`src/cssd_pkg.sv`:
```
package cssd_pkg;

  // ----------------------------------------------------------------
  // Operation codes
  // ----------------------------------------------------------------
  typedef enum logic [4:0] {
    CSSD_OP_NOP            = 5'h00,
    CSSD_OP_RELATIVE_CALL  = 5'h01,
    CSSD_OP_COMPUTED_CALL  = 5'h02,
    CSSD_OP_REPEAT_LIT     = 5'h03,
    CSSD_OP_REPEAT_REG     = 5'h04,
    CSSD_OP_SOFT_RESET     = 5'h05,
    CSSD_OP_INT_RETURN     = 5'h06,
    CSSD_OP_LIT_RETURN     = 5'h07,
    CSSD_OP_SUB_RETURN     = 5'h08,
    CSSD_OP_ROT_L_CARRY    = 5'h09,
    CSSD_OP_ROT_L_PLAIN    = 5'h0a,
    CSSD_OP_ROT_R_CARRY    = 5'h0b,
    CSSD_OP_ROT_R_PLAIN    = 5'h0c,
    CSSD_OP_SIGN_EXTEND    = 5'h0d,
    CSSD_OP_FILL_ONES      = 5'h0e,
    CSSD_OP_LEFT_SHIFT     = 5'h0f,
    CSSD_OP_LEFT_SHIFT_N   = 5'h10,
    CSSD_OP_MINUS          = 5'h11,
    CSSD_OP_MINUS_BORROW   = 5'h12,
    CSSD_OP_REV_MINUS      = 5'h13,
    CSSD_OP_REV_MINUS_BRW  = 5'h14,
    CSSD_OP_SWAP           = 5'h15,
    CSSD_OP_TBL_READ_HIGH  = 5'h16
  } cssd_op_t;

  // ----------------------------------------------------------------
  // Carriers
  // ----------------------------------------------------------------
  typedef struct packed {
    logic c;
    logic dc;
    logic n;
    logic ov;
    logic z;
  } cssd_flags_t;

  typedef struct packed {
    cssd_op_t    op;
    logic        byte_mode;
    logic [15:0] base;
    logic [15:0] src;
    logic [23:0] prog_word;
    logic        fast_return;
  } cssd_req_t;

  typedef struct packed {
    logic [15:0] value;
    cssd_flags_t flags;
    logic        c_we;
    logic        dc_we;
    logic        n_we;
    logic        ov_we;
    logic        z_we;
    logic        res_we;
  } cssd_alu_t;

  // ----------------------------------------------------------------
  // Constants
  // ----------------------------------------------------------------
  localparam logic [15:0] CSSD_ALL_ONES     = 16'hffff;
  localparam logic [15:0] CSSD_RESULT_RST   = 16'h0000;
  localparam logic [13:0] CSSD_REPEAT_RST   = 14'h0000;
  localparam logic [1:0]  CSSD_CYC_ONE      = 2'h1;
  localparam logic [1:0]  CSSD_CYC_TWO      = 2'h2;
  localparam logic [1:0]  CSSD_CYC_THREE    = 2'h3;
  localparam int          CSSD_LIT5_W       = 5;
  localparam int          CSSD_LIT10_W      = 10;
  localparam int          CSSD_LIT14_W      = 14;
  localparam int          CSSD_TBL_HI_LSB   = 16;

endpackage : cssd_pkg

```
`src/cssd_alu.sv`:
```
`timescale 1ns/1ns
module cssd_alu
(
  input  wire cssd_pkg::cssd_req_t   req,
  input  wire cssd_pkg::cssd_flags_t flags_in,
  output cssd_pkg::cssd_alu_t        res
);

  // ----------------------------------------------------------------
  // Helpers
  // ----------------------------------------------------------------
  function automatic logic is_zero(input logic [15:0] v, input logic bm);
    is_zero = bm ? (v[7:0] == 8'h00) : (v == 16'h0000);
  endfunction : is_zero

  function automatic logic top_bit(input logic [15:0] v, input logic bm);
    top_bit = bm ? v[7] : v[15];
  endfunction : top_bit

  logic [15:0] a;
  logic [15:0] b;
  logic        cin;
  logic [16:0] diff;
  logic [4:0]  nib;
  logic [31:0] shl;

  always_comb
  begin
    res     = '0;
    a       = req.base;
    b       = req.src;
    cin     = 1'b1;
    diff    = '0;
    nib     = '0;
    shl     = '0;
    case (req.op)
      cssd_pkg::CSSD_OP_ROT_L_CARRY:
      begin
        res.value = req.byte_mode ? {8'h00, req.src[6:0], flags_in.c}
                                  : {req.src[14:0], flags_in.c};  // RULE7
        res.flags.c = top_bit(req.src, req.byte_mode);
        res.c_we = 1'b1;
        res.n_we = 1'b1;
        res.z_we = 1'b1;
        res.res_we = 1'b1;
      end
      cssd_pkg::CSSD_OP_ROT_L_PLAIN:
      begin
        res.value = req.byte_mode ? {8'h00, req.src[6:0], req.src[7]}
                                  : {req.src[14:0], req.src[15]};  // RULE8
        res.n_we = 1'b1;
        res.z_we = 1'b1;
        res.res_we = 1'b1;
      end
      cssd_pkg::CSSD_OP_ROT_R_CARRY:
      begin
        res.value = req.byte_mode ? {8'h00, flags_in.c, req.src[7:1]}
                                  : {flags_in.c, req.src[15:1]};  // RULE9
        res.flags.c = req.src[0];
        res.c_we = 1'b1;
        res.n_we = 1'b1;
        res.z_we = 1'b1;
        res.res_we = 1'b1;
      end
      cssd_pkg::CSSD_OP_ROT_R_PLAIN:
      begin
        res.value = req.byte_mode ? {8'h00, req.src[0], req.src[7:1]}
                                  : {req.src[0], req.src[15:1]};  // RULE10
        res.n_we = 1'b1;
        res.z_we = 1'b1;
        res.res_we = 1'b1;
      end
      cssd_pkg::CSSD_OP_SIGN_EXTEND:
      begin
        // The carry takes the inverted sign, as the extension fills the high byte.
        res.value = {{8{req.src[7]}}, req.src[7:0]};  // RULE11
        res.flags.c = ~req.src[7];
        res.c_we = 1'b1;
        res.n_we = 1'b1;
        res.z_we = 1'b1;
        res.res_we = 1'b1;
      end
      cssd_pkg::CSSD_OP_FILL_ONES:
      begin
        res.value = req.byte_mode ? {8'h00, cssd_pkg::CSSD_ALL_ONES[7:0]}
                                  : cssd_pkg::CSSD_ALL_ONES;  // RULE12
        res.res_we = 1'b1;
      end
      cssd_pkg::CSSD_OP_LEFT_SHIFT:
      begin
        res.value = req.byte_mode ? {8'h00, req.src[6:0], 1'b0}
                                  : {req.src[14:0], 1'b0};  // RULE13
        res.flags.c = top_bit(req.src, req.byte_mode);
        res.flags.ov = top_bit(req.src, req.byte_mode) ^ top_bit(res.value, req.byte_mode);
        res.c_we = 1'b1;
        res.ov_we = 1'b1;
        res.n_we = 1'b1;
        res.z_we = 1'b1;
        res.res_we = 1'b1;
      end
      cssd_pkg::CSSD_OP_LEFT_SHIFT_N:
      begin
        // Only the low four count bits are used; larger counts shift by count mod 16.
        shl = {16'h0000, req.base} << req.src[3:0];  // RULE14
        res.value = shl[15:0];
        res.n_we = 1'b1;
        res.z_we = 1'b1;
        res.res_we = 1'b1;
      end
      cssd_pkg::CSSD_OP_MINUS,
      cssd_pkg::CSSD_OP_MINUS_BORROW,
      cssd_pkg::CSSD_OP_REV_MINUS,
      cssd_pkg::CSSD_OP_REV_MINUS_BRW:
      begin
        if (req.op == cssd_pkg::CSSD_OP_REV_MINUS ||
            req.op == cssd_pkg::CSSD_OP_REV_MINUS_BRW)
        begin
          a = req.src;  // RULE17
          b = req.base;
        end
        if (req.op == cssd_pkg::CSSD_OP_MINUS_BORROW ||
            req.op == cssd_pkg::CSSD_OP_REV_MINUS_BRW)
        begin
          cin = flags_in.c;  // RULE16 RULE18
        end
        if (req.byte_mode)
        begin
          a = {8'h00, a[7:0]};
          b = {8'h00, b[7:0]};
        end
        diff = {1'b0, a} + {1'b0, ~b} + {16'h0000, cin};  // RULE15
        nib = {1'b0, a[3:0]} + {1'b0, ~b[3:0]} + {4'h0, cin};
        res.value = req.byte_mode ? {8'h00, diff[7:0]} : diff[15:0];
        // Nine bits, so that a byte of all ones plus the borrow does not wrap.
        res.flags.c = req.byte_mode
                    ? ({1'b0, a[7:0]} >= ({1'b0, b[7:0]} + {8'h00, ~cin}))
                    : diff[16];
        res.flags.dc = nib[4];
        res.flags.ov = (top_bit(a, req.byte_mode) ^ top_bit(b, req.byte_mode))
                     & (top_bit(a, req.byte_mode) ^ top_bit(res.value, req.byte_mode));
        res.c_we = 1'b1;
        res.dc_we = 1'b1;
        res.ov_we = 1'b1;
        res.n_we = 1'b1;
        res.z_we = 1'b1;
        res.res_we = 1'b1;
      end
      cssd_pkg::CSSD_OP_SWAP:
      begin
        res.value = req.byte_mode ? {8'h00, req.src[3:0], req.src[7:4]}
                                  : {req.src[7:0], req.src[15:8]};  // RULE19
        res.res_we = 1'b1;
      end
      cssd_pkg::CSSD_OP_TBL_READ_HIGH:
      begin
        res.value = {8'h00, req.prog_word[23:cssd_pkg::CSSD_TBL_HI_LSB]};  // RULE20
        res.res_we = 1'b1;
      end
      default:
      begin
        res.value = '0;
      end
    endcase
    res.flags.n = top_bit(res.value, req.byte_mode);  // RULE21
    res.flags.z = is_zero(res.value, req.byte_mode);  // RULE21
  end

endmodule : cssd_alu

```
`src/cssd_datapath.sv`:
```
`timescale 1ns/1ns
// Summary of operation
// RULE1: Relative and computed calls are one word, two cycles, flags unchanged.
// RULE2: Literal repeat runs the next instruction lit14 plus one times, one cycle.
// RULE3: Register repeat runs the next instruction register value plus one times.
// RULE4: Software reset requests a full device reset, flags left as they were.
// RULE5: Interrupt and subroutine return take three cycles, two when fast, no flags.
// RULE6: Literal return loads a 10-bit literal, three or two cycles, no flags.
// RULE7: Rotate left through carry updates C, N and Z in one cycle.
// RULE8: Plain rotate left wraps top bit to bit zero, updates N and Z.
// RULE9: Rotate right through carry updates C, N and Z in one cycle.
// RULE10: Plain rotate right wraps bit zero to top, updates N and Z.
// RULE11: Sign extend writes the extended byte and updates C, N and Z.
// RULE12: Fill ones writes all ones in one cycle, no flags.
// RULE13: Single left shift updates C, N, OV and Z in one cycle.
// RULE14: Multi-bit left shift by register or lit5 updates only N and Z.
// RULE15: Plain subtract updates C, DC, N, OV and Z in one cycle.
// RULE16: Subtract with borrow also takes the inverted carry away.
// RULE17: Reverse subtract swaps the operand order.
// RULE18: Reverse subtract with borrow swaps operands and takes inverted carry.
// RULE19: Swap exchanges nibbles in byte form and bytes in word form.
// RULE20: High table read puts program bits 23 to 16 in the low byte, two cycles.
// RULE21: N takes the result top bit and Z marks a zero result, width aware.
module cssd_datapath
(
  input  wire logic                  ref_clk,
  input  wire logic                  rst_b,
  input  wire logic                  issue,
  input  wire cssd_pkg::cssd_req_t   req,
  output cssd_pkg::cssd_flags_t      flags,
  output logic [15:0]                result,
  output logic                       result_we,
  output logic                       busy,
  output logic                       done,
  output logic                       repeat_active,
  output logic [13:0]                repeat_left,
  output logic                       soft_reset_req
);

  // ----------------------------------------------------------------
  // Execution state
  // ----------------------------------------------------------------
  typedef enum logic [1:0] {
    CSSD_ST_IDLE = 2'b00,
    CSSD_ST_EXEC = 2'b01,
    CSSD_ST_LAST = 2'b11
  } cssd_state_t;

  cssd_state_t           state_q;
  cssd_state_t           state_d;
  logic [1:0]            cyc_q;
  logic [1:0]            cyc_d;
  cssd_pkg::cssd_flags_t flags_q;
  cssd_pkg::cssd_flags_t flags_d;
  logic [15:0]           result_q;
  logic [15:0]           result_d;
  logic                  result_we_q;
  logic                  result_we_d;
  logic                  done_q;
  logic                  done_d;
  logic                  rpt_q;
  logic                  rpt_d;
  logic [13:0]           rpt_cnt_q;
  logic [13:0]           rpt_cnt_d;
  logic                  rst_req_q;
  logic                  rst_req_d;
  logic                  busy_q;
  logic                  busy_d;
  logic [15:0]           pend_value_q;
  logic [15:0]           pend_value_d;
  logic                  pend_we_q;
  logic                  pend_we_d;
  cssd_pkg::cssd_alu_t   alu;

  cssd_alu u_alu
  (
    .req      (req),
    .flags_in (flags_q),
    .res      (alu)
  );

  // Cycle cost of each operation; multi-cycle ones hold their result
  // until the last cycle so the write lines up with retirement.
  function automatic logic [1:0] op_cycles(input cssd_pkg::cssd_req_t r);
    case (r.op)
      cssd_pkg::CSSD_OP_RELATIVE_CALL,
      cssd_pkg::CSSD_OP_COMPUTED_CALL,
      cssd_pkg::CSSD_OP_TBL_READ_HIGH:
        op_cycles = cssd_pkg::CSSD_CYC_TWO;
      cssd_pkg::CSSD_OP_INT_RETURN,
      cssd_pkg::CSSD_OP_LIT_RETURN,
      cssd_pkg::CSSD_OP_SUB_RETURN:
        op_cycles = r.fast_return ? cssd_pkg::CSSD_CYC_TWO : cssd_pkg::CSSD_CYC_THREE;
      default:
        op_cycles = cssd_pkg::CSSD_CYC_ONE;
    endcase
  endfunction : op_cycles

  // ----------------------------------------------------------------
  // Next state
  // ----------------------------------------------------------------
  always_comb
  begin
    state_d      = state_q;
    cyc_d        = cyc_q;
    flags_d      = flags_q;
    result_d     = result_q;
    result_we_d  = 1'b0;
    done_d       = 1'b0;
    rpt_d        = rpt_q;
    rpt_cnt_d    = rpt_cnt_q;
    rst_req_d    = 1'b0;
    pend_value_d = pend_value_q;
    pend_we_d    = pend_we_q;
    case (state_q)
      CSSD_ST_IDLE:
      begin
        if (issue)
        begin
          if (alu.c_we)
          begin
            flags_d.c = alu.flags.c;
          end
          if (alu.dc_we)
          begin
            flags_d.dc = alu.flags.dc;
          end
          if (alu.n_we)
          begin
            flags_d.n = alu.flags.n;  // RULE21
          end
          if (alu.ov_we)
          begin
            flags_d.ov = alu.flags.ov;
          end
          if (alu.z_we)
          begin
            flags_d.z = alu.flags.z;  // RULE21
          end
          // A repeated instruction consumes one pass; repeat never nests.
          if (rpt_q)
          begin
            if (rpt_cnt_q == cssd_pkg::CSSD_REPEAT_RST)
            begin
              rpt_d = 1'b0;
            end
            else
            begin
              rpt_cnt_d = rpt_cnt_q - 14'h0001;
            end
          end
          case (req.op)
            cssd_pkg::CSSD_OP_REPEAT_LIT:
            begin
              rpt_d     = 1'b1;  // RULE2
              rpt_cnt_d = req.src[cssd_pkg::CSSD_LIT14_W-1:0];
            end
            cssd_pkg::CSSD_OP_REPEAT_REG:
            begin
              rpt_d     = 1'b1;  // RULE3
              rpt_cnt_d = req.src[13:0];
            end
            cssd_pkg::CSSD_OP_SOFT_RESET:
            begin
              rst_req_d = 1'b1;  // RULE4
            end
            default:
            begin
              rst_req_d = 1'b0;
            end
          endcase
          if (op_cycles(req) == cssd_pkg::CSSD_CYC_ONE)
          begin
            result_d    = alu.value;
            result_we_d = alu.res_we;
            done_d      = 1'b1;
          end
          else
          begin
            cyc_d   = op_cycles(req) - cssd_pkg::CSSD_CYC_ONE;  // RULE1 RULE5
            state_d = (cyc_d == cssd_pkg::CSSD_CYC_ONE) ? CSSD_ST_LAST : CSSD_ST_EXEC;
            if (req.op == cssd_pkg::CSSD_OP_LIT_RETURN)
            begin
              pend_value_d = {6'h00, req.src[cssd_pkg::CSSD_LIT10_W-1:0]};  // RULE6
              pend_we_d    = 1'b1;
            end
            else
            begin
              pend_value_d = alu.value;  // RULE20
              pend_we_d    = alu.res_we;
            end
          end
        end
      end
      CSSD_ST_EXEC:
      begin
        cyc_d   = cyc_q - cssd_pkg::CSSD_CYC_ONE;
        state_d = CSSD_ST_LAST;
      end
      CSSD_ST_LAST:
      begin
        result_d    = pend_value_q;
        result_we_d = pend_we_q;
        pend_we_d   = 1'b0;
        done_d      = 1'b1;
        cyc_d       = '0;
        state_d     = CSSD_ST_IDLE;
      end
      default:
      begin
        state_d = CSSD_ST_IDLE;
      end
    endcase
    busy_d = (state_d != CSSD_ST_IDLE);
  end

  // ----------------------------------------------------------------
  // Registers
  // ----------------------------------------------------------------
  always_ff @(posedge ref_clk or negedge rst_b)
  begin
    if (!rst_b)
    begin
      state_q      <= CSSD_ST_IDLE;
      cyc_q        <= '0;
      flags_q      <= '0;
      result_q     <= cssd_pkg::CSSD_RESULT_RST;
      result_we_q  <= 1'b0;
      done_q       <= 1'b0;
      rpt_q        <= 1'b0;
      rpt_cnt_q    <= cssd_pkg::CSSD_REPEAT_RST;
      rst_req_q    <= 1'b0;
      pend_value_q <= cssd_pkg::CSSD_RESULT_RST;
      pend_we_q    <= 1'b0;
      busy_q       <= 1'b0;
    end
    else
    begin
      state_q      <= state_d;
      cyc_q        <= cyc_d;
      flags_q      <= flags_d;
      result_q     <= result_d;
      result_we_q  <= result_we_d;
      done_q       <= done_d;
      rpt_q        <= rpt_d;
      rpt_cnt_q    <= rpt_cnt_d;
      rst_req_q    <= rst_req_d;
      pend_value_q <= pend_value_d;
      pend_we_q    <= pend_we_d;
      busy_q       <= busy_d;
    end
  end

  assign flags          = flags_q;
  assign result         = result_q;
  assign result_we      = result_we_q;
  assign busy           = busy_q;
  assign done           = done_q;
  assign repeat_active  = rpt_q;
  assign repeat_left    = rpt_cnt_q;
  assign soft_reset_req = rst_req_q;

endmodule : cssd_datapath

```
`config.mk`:
```
export PLATFORM = sky130hd
export DESIGN_NAME = cssd_datapath
export DESIGN_NICKNAME = d
export VERILOG_FILES = /design/src/cssd_pkg.sv /design/src/cssd_alu.sv /design/src/cssd_datapath.sv
export SDC_FILE = /design/constraint.sdc
export NUM_CORES = 1
export LEC_CHECK = 0
export ABC_AREA = 0
export BUFFER_PORTS_ARGS = -buffer_cell sky130_fd_sc_hd__buf_2
export CAP_MARGIN = 30
export CORE_AREA = 8 8 157 159
export CTS_CLUSTER_DIAMETER = 100
export CTS_CLUSTER_SIZE = 10
export DETAILED_ROUTE_END_ITERATION = 16
export DIE_AREA = 0 0 165 167
export SETUP_SLACK_MARGIN = 0.15
export SLEW_MARGIN = 10
export SYNTH_ARGS = -nofsm -noshare
export SYNTH_HDL_FRONTEND = slang
export SYNTH_SLANG_ARGS = --single-unit
```
`constraint.sdc`:
```
create_clock -name ref_clk -period 7.8 [get_ports ref_clk]
set_clock_uncertainty 0.2 [all_clocks]
set_input_delay 2.34 -clock ref_clk [delete_from_list [all_inputs] [get_ports ref_clk]]
set_output_delay 2.34 -clock ref_clk [all_outputs]
set_load 0.005 [all_outputs]
```
Yosys cells after proc, flatten, opt, wreduce, memory -nomap -nowiden --
Index checks and enable logic that the tools add are counted. Widths: inputs -> output; s select.
Operators by class: shift operators 1, bitwise operators 9, $add $sub $neg 7, reduce and logical (&&, ||, !) cells 27, $lt $le $gt $ge 1, eq/ne operators 30, muxes and demuxes 67
Operator list (count):
- $mux 16 | 17
- $pmux 16 s11 | 1
- $mux 14 | 3
- $eq 5x4->1 const B | 8
- $eq 5x5->1 const B | 7
- $pmux 16 s2 | 1
- $mux 1 | 30
- $reduce_and 3->1 | 7
- $eq 5x3->1 const B | 4
- $add 16x16->17 | 1
- $add 17x1->17 | 1
- $logic_not 16->1 | 1
- $mux 2 | 8
- $not 16->16 | 1
- $shl 16x4->16 | 1
- $logic_not 14->1 | 1
- $reduce_or 14->1 | 1
- $sub 14x1->14 const B | 1
- $reduce_or 11->1 | 1
- $eq 5x2->1 const B | 2
- $add 8x1->9 | 1
- $ge 8x9->1 | 1
- $logic_not 8->1 | 1
- $ne 2x2->1 const B | 4
- other kinds (23) | 38
Storage, ports and cells: logic and storage cells 157, register bits after elaboration 59, output and inout port bits 40, bits of input ports 66

Logic depth before layout (Yosys ltp) --
Gate-level depths: netlist (run 1).
depth in word-level cells 16, depth in mapped cells 22, gate-level depth less buffers 18

Hierarchy --
Synthesis (run 1) repeated with hierarchy kept, for this count alone.
Unflattened totals: cells, all modules 938, area total of the unflattened synthesis 7211.9 um^2
By module, submodules not included:
- cssd_alu | area an instance 3881.2 um^2, sequential area each 0.0 um^2, cells an instance 633, instances 1
- cssd_datapath | area an instance 3330.7 um^2, sequential area each 1476.4 um^2, cells an instance 305, instances 1

Worst setup path after synthesis (run 1) --
No wires, ideal clock.
kind in2reg, start input port req[58] (netlist bit), end register flags_q, in the netlist flags[4], cell stages on the path 20, setup slack 1.544 ns, library setup time 0.128 ns, buffers on the path 3, data required time 7.472 ns, arrival time 5.929 ns, cell sequence or3b_4 a21oi_4 clkbuf_1 clkbuf_1 clkbuf_1 o21ai_0 ha_1 ha_1 inv_1 ha_1 a21o_1 a21o_1 a21o_1 a21o_1 a21oi_1 nor2b_1 o21ai_0 a32oi_1 a31oi_1 a21oi_1
Between the ends: word-level cells in the longest chain between the ends 10, elaborated cells on any way between the ends 31, those cells by class 3 x add/sub; 1 x order compare; 8 x eq/ne; 11 x mux; 2 x bitwise; 6 x reduce/logical
Ends and longest elaborated chain:
- start: declaration | RTL line cssd_datapath.sv:29 | input wire cssd_pkg::cssd_req_t req,
- $eq 5x5->1 (on tied branches)
- $logic_or 1x1->1 | RTL line cssd_alu.sv:115 | if (req.op == cssd_pkg::CSSD_OP_REV_MINUS ||
- $mux 16 | RTL line cssd_alu.sv:115
- $mux 16 | RTL line cssd_alu.sv:126 | if (req.byte_mode)
- $mux 16 | RTL line cssd_alu.sv:36 | case (req.op)
- $not 16->16 | RTL line cssd_alu.sv:131 | diff = {1'b0, a} + {1'b0, ~b} + {16'h0000, cin};
- $add 16x16->17 | RTL line cssd_alu.sv:131
- $add 17x1->17 | RTL line cssd_alu.sv:131
- $mux 1 | RTL line cssd_alu.sv:136 | ? ({1'b0, a[7:0]} >= ({1'b0, b[7:0]} + {8'h00, ~cin}))
- $pmux 1 s4 | RTL line cssd_alu.sv:36
- end signal: assignment | RTL line cssd_datapath.sv:241 | flags_q <= flags_d;
- end: declaration | RTL line cssd_datapath.sv:53 | cssd_pkg::cssd_flags_t flags_q;
Several ways; a longest one is shown, not always the timed one. The select of a mux whose other input is x is not followed. A chain may end at the register's enable or synchronous reset.

Worst setup path in the final report (run 1) --
start input port req[62] (netlist bit), end register flags_q, in the netlist flags[0]
Between the ends: word-level cells in the longest chain between the ends 12, elaborated cells on any way between the ends 36, those cells by class 2 x add/sub; 14 x eq/ne; 12 x mux; 1 x bitwise; 7 x reduce/logical
Ends and longest elaborated chain:
- $eq 5x5->1 (on tied branches)
- $logic_or 1x1->1 | RTL line cssd_alu.sv:115
- $mux 16 | RTL line cssd_alu.sv:115
- $mux 16 | RTL line cssd_alu.sv:126
- $mux 16 | RTL line cssd_alu.sv:36
- $not 16->16 | RTL line cssd_alu.sv:131
- $add 16x16->17 | RTL line cssd_alu.sv:131
- $add 17x1->17 | RTL line cssd_alu.sv:131
- $mux 16 | RTL line cssd_alu.sv:133 | res.value = req.byte_mode ? {8'h00, diff[7:0]} : diff[15:0];
- $pmux 16 s11 | RTL line cssd_alu.sv:36
- $logic_not 16->1 / $logic_not 8->1 (equally long branches) | RTL line cssd_alu.sv:13 | is_zero = bm ? (v[7:0] == 8'h00) : (v == 16'h0000);
- $mux 1 | RTL line cssd_alu.sv:13
Several ways; a longest one is shown, not always the timed one. The select of a mux whose other input is x is not followed.

==> metrics.yaml, run 1 <==
outcome: "finished clean"
fmax_mhz: 155
setup_viol: 0
syn_nets: 1016
slew_violations: 0
grt_use_total: 0.166
cp_slowest_cell: "or4_1"
syn2layout_area_growth_pct: 15.2
vias_per_cell: 5.60
grt_pass1_vias: 6519
place_congestion: 0.929
finalPower_mw: 1.71
holdWs_ns: 0.271
clock-root-buffer: "clkbuf_16"
fillers: 2423
hp-class: "flip-flop to flip-flop"
nets: 1057
worstPathCellList: "buf_2 -> nand2b_1 -> or4_1 -> ha_1 -> a221o_2 -> ha_1 -> a221oi_1 -> o32a_2 -> xnor2_1 -> a221oi_1 -> nand4_1 -> or4_1 -> nor2_1 -> nor4bb_1 -> a31o_1"
synth_commonest_cells: "141 x nand2_1, 98 x a21oi_1, 93 x nor2_1"
hp-start: "result[15]$_DFFE_PN0P_"
drive_gt1_frac: 0.157
drt_iter0_markers: 772
ys_async_sr_fraction: 1.00
fp-row-count: 55
cpPeakStageDelay_ns: 0.62
place_ws_ns: 1.06
report.final.hold_viol_count: 0
dr_total_vias: 7041
drc: 0
hpwl_um: 17500
critPathKind: "primary input to flip-flop"
synthTopCellsByArea: "dfrtp_1 23%, nand2_1 8.1%, a21oi_1 7.5%"
multi_input_area_mm2: 0.00465
ant_nets: 0
synth-seq-cells: 59
grt_pass1_wl_um: 37000
synth_cell_types: 77
power_density_mw_per_mm2: 228
slew_headroom: 0.474
final_util: 0.337
setup_tns_ns: 0
cts_hold_buf: 0
synth-edff-count: 0
globalRouteOverflowTotal: 0
worst_pin_slew_ns: 0.789
port_buffers: 89
cts-resized-gates: 0
worst_slack_ns: 1.34
crit_family: "simple AND/OR/NAND/NOR gates"
cts_tree: "built"
wl_per_cell_um: 18.5
ios: 106
die_w_um: 165
drt_pass1_iterations: 7
synth_most_common_cell: "nand2_1"
synthDominantCellAreaShare: 0.227
crit_start: "req[62]"
start_util: 0.293
min_period_ns: 6.46
clock_latency_ns: 0.33
p_leak_nw: 3.25
drv_cap: 0
seq_area_mm2: 0.00148
start_kind: "primary input"
clock_sinks: 59
grt_antenna_before_repair: 0
synthFlopType: "dfrtp_1"
die_h_um: 167
period_share: 0.828
clockBufferDepth: 2
grt_setup_unrepaired: "no"
worst-path-max-fanout: 14
crit_arrival_ns: 6.53
core-area_mm2: 0.0222
cp-end-kind: "flip-flop"
grt_max_degree: 60
synth_largest_area_cell: "dfrtp_1"
synth_area_mm2: 0.00651
avgSynthCellArea_um2: 7.04
required_ns: 7.87
critical_path_buf_inv_count: 1
die_area_mm2: 0.0276
path_clk_slew_ns: 0.06
ir_worst_vdd_uv: 119
timing.rr.start: "flags[4]$_DFFE_PN0P_"
netlist_instances: 925
cts_setup_buffers: 0
yosysSeqAreaShare: 0.227
cts_inserted_buffers: 9
yosys_warnings: 0
htree_levels: 3
wl_um: 23200
cells in the final DEF, fill, tap and decap left out, types with 10 or more instances in the layout:
cell type / instances
mux2i_1: 37
xnor2_1: 16
nor2_1: 93
ha_1: 25
nand3_1: 13
nor2b_1: 22
buf_4: 10
inv_1: 26
nand2_1: 141
nor4_1: 13
o22ai_1: 10
a31oi_1: 11
a21oi_1: 97
nor3_1: 17
buf_2: 89
mux2_2: 13
dfrtp_1: 59
o21ai_0: 89
xor2_1: 11
nand2b_1: 16
per-layer routing:
| metal | up-vias | GRT usage | wire length [um] |
|---|---|---|---|
| met5 | - | 0 | 0 |
| met4 | 0 | 0.0447 | 467 |
| met3 | 42 | 0.0301 | 1810 |
| met2 | 279 | 0.248 | 10100 |
| met1 | 3314 | 0.239 | 10800 |
| li1 | 3406 | - | - |
layout make-up:
cell class	instances	share of cell area
clock inverter	6	0.0149
multi-input combinational	763	0.620
sequential	59	0.197
antenna	1	0.000334
clock buffer	10	0.0319
timing repair buffer	101	0.0723
inverter	32	0.0160
tap	285	0.0476
through the flow:
| stage | area (um2) | cells |
|---|---|---|
| after CTS | 7480 | 1254 |
| after floorplan | 6510 | 925 |
| after global routing | 7490 | 1256 |
| after detailed placement | 7130 | 1238 |
| after global placement | 7110 | 1236 |
| final | 7500 | 1257 |
sequential cells by signal, summed over array words and instances, names as in the netlist:
name and count:
pend_value_q 16, result 16, repeat_left 14, flags 5
state_q 2, busy 1, done 1, pend_we_q 1
repeat_active 1, result_we 1, soft_reset_req 1
worst min-delay path: cells and delay by family (launching register included):
kind | cells | cell delay, ns
AO/OA/AOI/OAI | 1 | 0.06
flip-flops | 1 | 0.33
AND/OR/NAND/NOR | 1 | 0.05
final timing paths:
path,slack [ns],cells after the start,endpoint
max,1.34,15,flags[0]$_DFFE_PN0P_
min,0.27,2,result[15]$_DFFE_PN0P_
max reg2reg,3.51,13,flags[0]$_DFFE_PN0P_
min reg2reg,0.27,2,result[15]$_DFFE_PN0P_
max in group asynchronous,4.91,2,result[8]$_DFFE_PN0P_
min in group asynchronous,1.97,2,repeat_left[10]$_DFFE_PN0P_
cells by family (layout without fill, tap and decap cells):
kind of cell / count (synthesis) / in the layout / synth area share
AO/OA/AOI/OAI: 307 / 307 / 0.292
other: 0 / 1 / 0
flip-flops: 59 / 59 / 0.227
XOR/XNOR: 27 / 27 / 0.0363
adder cells (fa/ha/maj): 33 / 33 / 0.0604
AND/OR/NAND/NOR: 345 / 345 / 0.241
buffers and inverters: 103 / 149 / 0.0602
multiplexers: 51 / 51 / 0.0829
power breakdown:
group          internal (mW)  total (mW)  leakage [nW]  switching [mW]
sequential             0.429       0.513         0.757          0.0843
clock                  0.321       0.463         0.169           0.143
combinational          0.296       0.734          2.33           0.438
total                   1.05        1.71          3.25           0.664
(Power assumes the default switching activity.)
==> run 2, diff against run 1 <==
- clock period: 7.8 -> 6.3 ns (I/O delays scaled with it)
==> run 2 against run 1 <==
Net effect:
- first-iteration DRC count grew 17%
- cell count increased by 0.72%
- flip-flop and latch count unchanged
- non-clock buffer count is 10 higher
- sequential share of layout area fell by 0.18 points
- die area unchanged
- critical path type unchanged
- highest routed layer is now met5
- design area up 0.93%
==> metrics.yaml, run 2 (synthesis gave the netlist of run 1 again) <==
outcome: "finished clean"
slew_violations: 0
port_buffers: 89
clockBufferDepth: 2
grt_pass1_wl_um: 36900
path_clk_slew_ns: 0.06
final_cell_mix: "141 x nand2_1, 97 x a21oi_1, 93 x nor2_1, 89 x o21ai_0, 89 x buf_2"
min_period_ns: 5.78
hpwl_um: 17700
layout_commonest_cell: "nand2_1"
die_area_mm2: 0.0276
p_sw_mw: 0.822
power_density_mw_per_mm2: 280
period_share: 0.918
setup_tns_ns: 0
worst-path-max-fanout: 12
drive_gt1_frac: 0.165
clock_sinks: 59
min_path_cells: 2
grt_max_degree: 60
grt_antenna_before_repair: 2
holdPathEnd: "result[9]$_DFFE_PN0P_"
setup_viol: 0
grt_setup_unrepaired: "no"
critPathKind: "primary input to flip-flop"
report.final.hold_viol_count: 0
switching_share: 0.388
fillers: 2402
start_kind: "primary input"
wl_per_cell_um: 18.4
drt_iter0_markers: 904
fmax_mhz: 173
vias_per_cell: 5.59
slew_headroom: 0.373
required_ns: 6.37
clkPwrFrac: 0.271
grt_use_total: 0.166
cts-resized-gates: 0
dr_total_vias: 7077
drt_pass1_iterations: 9
grt_pass1_vias: 6535
clock_latency_ns: 0.33
hp-start: "result[9]$_DFFE_PN0P_"
intPower_mw: 1.30
worst_pin_slew_ns: 0.938
antenna_cells: 0
clock-root-buffer: "clkbuf_16"
ir_worst_vdd_uv: 128
drv_cap: 0
die_h_um: 167
ant_nets: 0
htree_levels: 3
cp-end-kind: "flip-flop"
r2r_end: "flags[0]$_DFFE_PN0P_"
rrSetupSlack_ns: 1.95
syn2layout_area_growth_pct: 16.3
ios: 106
start_util: 0.293
cts_setup_buffers: 0
hp-class: "flip-flop to flip-flop"
cts_inserted_buffers: 9
cts_tree: "built"
drc: 0
die_w_um: 165
wl_um: 23200
cts_hold_buf: 0
fp-row-count: 55
seqPwrFrac: 0.298
r2r_cells: 13
crit_arrival_ns: 5.85
p_leak_nw: 3.30
globalRouteOverflowTotal: 0
timing.rr.start: "flags[4]$_DFFE_PN0P_"
final_cell_count_no_fill: 1266
placedCellCount: 1248
place_congestion: 0.907
core-area_mm2: 0.0222
nets: 1067
power_frac_comb: 0.431
holdWs_ns: 0.273
-- run 2: power by group through the flow --
stage / sequential, mW / combinational, mW / clock, mW
final: 0.633 / 0.913 / 0.575
after detailed placement: 0.639 / 0.918 / 0
after global routing: 0.657 / 1.04 / 0.607
after CTS: 0.633 / 0.921 / 0.588
after global placement: 0.636 / 0.896 / 0
after floorplan: 0.635 / 0.585 / 0
-- run 2: metal layers --
| layer | vias up | share of wire | track usage |
|---|---|---|---|
| met5 | - | 0.00095 | 0 |
| met4 | 4 | 0.028 | 0.0525 |
| met3 | 50 | 0.086 | 0.0348 |
| met2 | 279 | 0.43 | 0.249 |
| met1 | 3294 | 0.45 | 0.232 |
| li1 | 3450 | - | - |
-- run 2: worst max path at each step --
stage | from | end | slack, ns | cells after the start
floorplan | req[58] | flags[4]$_DFFE_PN0P_ | 0.49 | 20
global placement | req[61] | flags[0]$_DFFE_PN0P_ | 0.26 | 15
detailed placement | req[61] | flags[0]$_DFFE_PN0P_ | 0.20 | 15
CTS | req[61] | flags[0]$_DFFE_PN0P_ | 0.54 | 15
global route | req[61] | flags[0]$_DFFE_PN0P_ | 0.22 | 15
finish | req[61] | flags[0]$_DFFE_PN0P_ | 0.52 | 15
-- run 2: stage by stage --
stage	setup WS (ns)	utilization	total power [mW]	area, um2
floorplan	0.494	-	1.22	6510
global placement	0.262	0.323	1.53	7190
detailed placement	0.199	0.324	1.56	7200
CTS	0.541	0.340	2.14	7550
global route	0.223	0.340	2.30	7570
finish	0.517	0.340	2.12	7570
-- run 2: final cells by class --
cell class                 count  area (um2)  area share
tap                          285         357      0.0471
multi-input combinational    763        4650       0.614
sequential                    59        1480       0.195
inverter                      32         120      0.0159
clock inverter                 6         111      0.0147
timing repair buffer         111         614      0.0812
clock buffer                  10         239      0.0316
-- run 2: critical path, stage by stage --
cell      delay [ns]
buf_2           0.17
nand2b_1        0.18
or4_1           0.54
ha_1            0.21
a221o_2         0.34
ha_1            0.19
a221oi_1        0.34
o32a_2          0.31
o21a_1          0.19
xor2_1          0.20
o211ai_1        0.19
or4_1           0.58
nor2_1          0.11
nor4bb_1        0.21
a31o_1          0.18
==> run 3, diff against run 2 <==
- CORE_AREA: 8 8 157 159 -> 8 8 146 148
- DIE_AREA: 0 0 165 167 -> 0 0 154 156
==> run 3 against run 2 <==
Net effect:
- non-clock buffer count is the same
- worst setup slack improved by 0.022 ns
- fmax rose by 0.39%
- sequential share of layout area rose by 0.21 points
- combinational power is 0.9% lower
- critical path depth stayed put
- critical path type unchanged
- largest cell class unchanged
==> metrics.yaml, run 3 (synthesis gave the netlist of run 1 again) <==
outcome: "finished clean"
clock_sinks: 59
hpwl_um: 17100
ios: 106
cts_setup_buffers: 0
nets: 1067
syn2layout_area_growth_pct: 15.0
min_period_ns: 5.76
cp-end-kind: "flip-flop"
cp-endpoint: "flags[0]$_DFFE_PN0P_"
period_share: 0.914
clockBufferDepth: 2
ir_worst_vdd_uv: 139
worstPathCellList: "buf_2 -> nand2b_1 -> or4_1 -> ha_1 -> a221o_2 -> ha_1 -> a221oi_1 -> o32a_2 -> o21a_1 -> xor2_1 -> o211ai_1 -> or4_1 -> nor2_1 -> nor4bb_1 -> a31o_1"
slew_headroom: 0.460
drt_pass1_iterations: 7
grt_pass1_wl_um: 35600
rrSetupSlack_ns: 1.99
worst-path-max-fanout: 12
cts_inserted_buffers: 9
cp_slowest_cell: "or4_1"
grt_pass1_vias: 6387
clock_latency_ns: 0.33
fmax_mhz: 174
hp-class: "flip-flop to flip-flop"
wl_um: 22300
ant_nets: 0
cts_tree: "built"
cpPeakStageDelay_ns: 0.58
path_clk_slew_ns: 0.05
htree_levels: 3
setup_viol: 0
die_h_um: 156
drc: 0
final_util: 0.392
slew_violations: 0
clock-root-buffer: "clkbuf_16"
core-area_mm2: 0.0191
drt_iter0_markers: 631
layout_commonest_cell: "nand2_1"
dr_total_vias: 6941
timing.rr.start: "flags[4]$_DFFE_PN0P_"
setup_tns_ns: 0
required_ns: 6.37
worst_pin_slew_ns: 0.811
crit_start: "req[61]"
drv_cap: 0
wl_per_cell_um: 18.3
port_buffers: 89
crit_family: "simple AND/OR/NAND/NOR gates"
power_density_mw_per_mm2: 277
grt_use_total: 0.183
critical_path_buf_inv_count: 1
path_depth: 15
cts-resized-gates: 0
fillers: 2027
die_w_um: 154
start_kind: "primary input"
start_util: 0.341
fp-row-count: 51
globalRouteOverflowTotal: 0
report.final.hold_viol_count: 0
r2r_end: "flags[0]$_DFFE_PN0P_"
final_cell_mix: "141 x nand2_1, 97 x a21oi_1, 93 x nor2_1, 89 x o21ai_0, 89 x buf_2"
drive_gt1_frac: 0.165
vias_per_cell: 5.69
p_leak_nw: 3.29
crit_arrival_ns: 5.83
r2r_cells: 13
cts_hold_buf: 0
grt_antenna_before_repair: 0
die_area_mm2: 0.0240
grt_max_degree: 60
critPathKind: "primary input to flip-flop"
grt_setup_unrepaired: "no"
place_congestion: 0.946
==> run 3: changes by cell type in the layout (fill, tap and decap cells not counted), sizes merged <==
cell	previous run	this run
clkinv	2	5
bufinv	3	2
clkbuf	10	9
clkinvlp	1	0
diode	0	1
==> run 3: how the worst min path moves through the flow <==
stage / startpoint / to / slack, ns / cells after the start
6_report: result[4]$_DFFE_PN0P_ / result[4]$_DFFE_PN0P_ / 0.27 / 2
5_1_grt: result[4]$_DFFE_PN0P_ / result[4]$_DFFE_PN0P_ / 0.29 / 2
4_1_cts: result[4]$_DFFE_PN0P_ / result[4]$_DFFE_PN0P_ / 0.28 / 2
3_5_place_dp: result[4]$_DFFE_PN0P_ / result[4]$_DFFE_PN0P_ / 0.27 / 2
3_3_place_gp: result[1]$_DFFE_PN0P_ / result[1]$_DFFE_PN0P_ / 0.26 / 2
2_1_floorplan: pend_value_q[11]$_DFFE_PN0P_ / pend_value_q[11]$_DFFE_PN0P_ / 0.26 / 2
==> run 3: per-layer routing <==
| layer | global-route usage | routed length, um |
|---|---|---|
| met2 | 0.279 | 9780 |
| met1 | 0.251 | 10100 |
| met3 | 0.0355 | 1840 |
| met4 | 0.0691 | 607 |
| met5 | 0 | 0 |
==> run 3: power breakdown <==
| group | total (mW) | internal, mW | switching, mW |
|---|---|---|---|
| clock | 0.529 | 0.348 | 0.180 |
| sequential | 0.636 | 0.531 | 0.105 |
| combinational | 0.905 | 0.371 | 0.534 |
==> run 3: stage by stage <==
stage	instances	hold WS, ns	cell area, um2	setup WS [ns]	total power [mW]
2_1_floorplan	925	0.257	6510	0.494	1.22
3_3_place_gp	1199	0.261	7120	0.282	1.53
3_5_place_dp	1201	0.266	7140	0.245	1.55
4_1_cts	1217	0.277	7470	0.560	2.09
5_1_grt	1219	0.289	7480	0.295	2.25
6_report	1220	0.273	7480	0.539	2.07
==> run 3: final cells by class <==
cell class	count	area (um2)	share of cell area
Timing Repair Buffer	111	614	0.0821
Multi-Input combinational cell	763	4650	0.621
Inverter	32	120	0.0160
Tap cell	238	298	0.0398
Clock inverter	7	100	0.0134
Sequential cell	59	1480	0.197
Clock buffer	9	225	0.0301
Antenna cell	1	2.50	0.000334
==> run 3: worst reg2reg max path, stage by stage, from the launching register on <==
cell and delay [ns]:
dfrtp_1 0.42, or4_1 0.58, ha_1 0.21, a221o_2 0.34
ha_1 0.19, a221oi_1 0.34, o32a_2 0.30, o21a_1 0.18
xor2_1 0.22, o211ai_1 0.20, or4_1 0.58, nor2_1 0.09
nor4bb_1 0.21, a31o_1 0.18
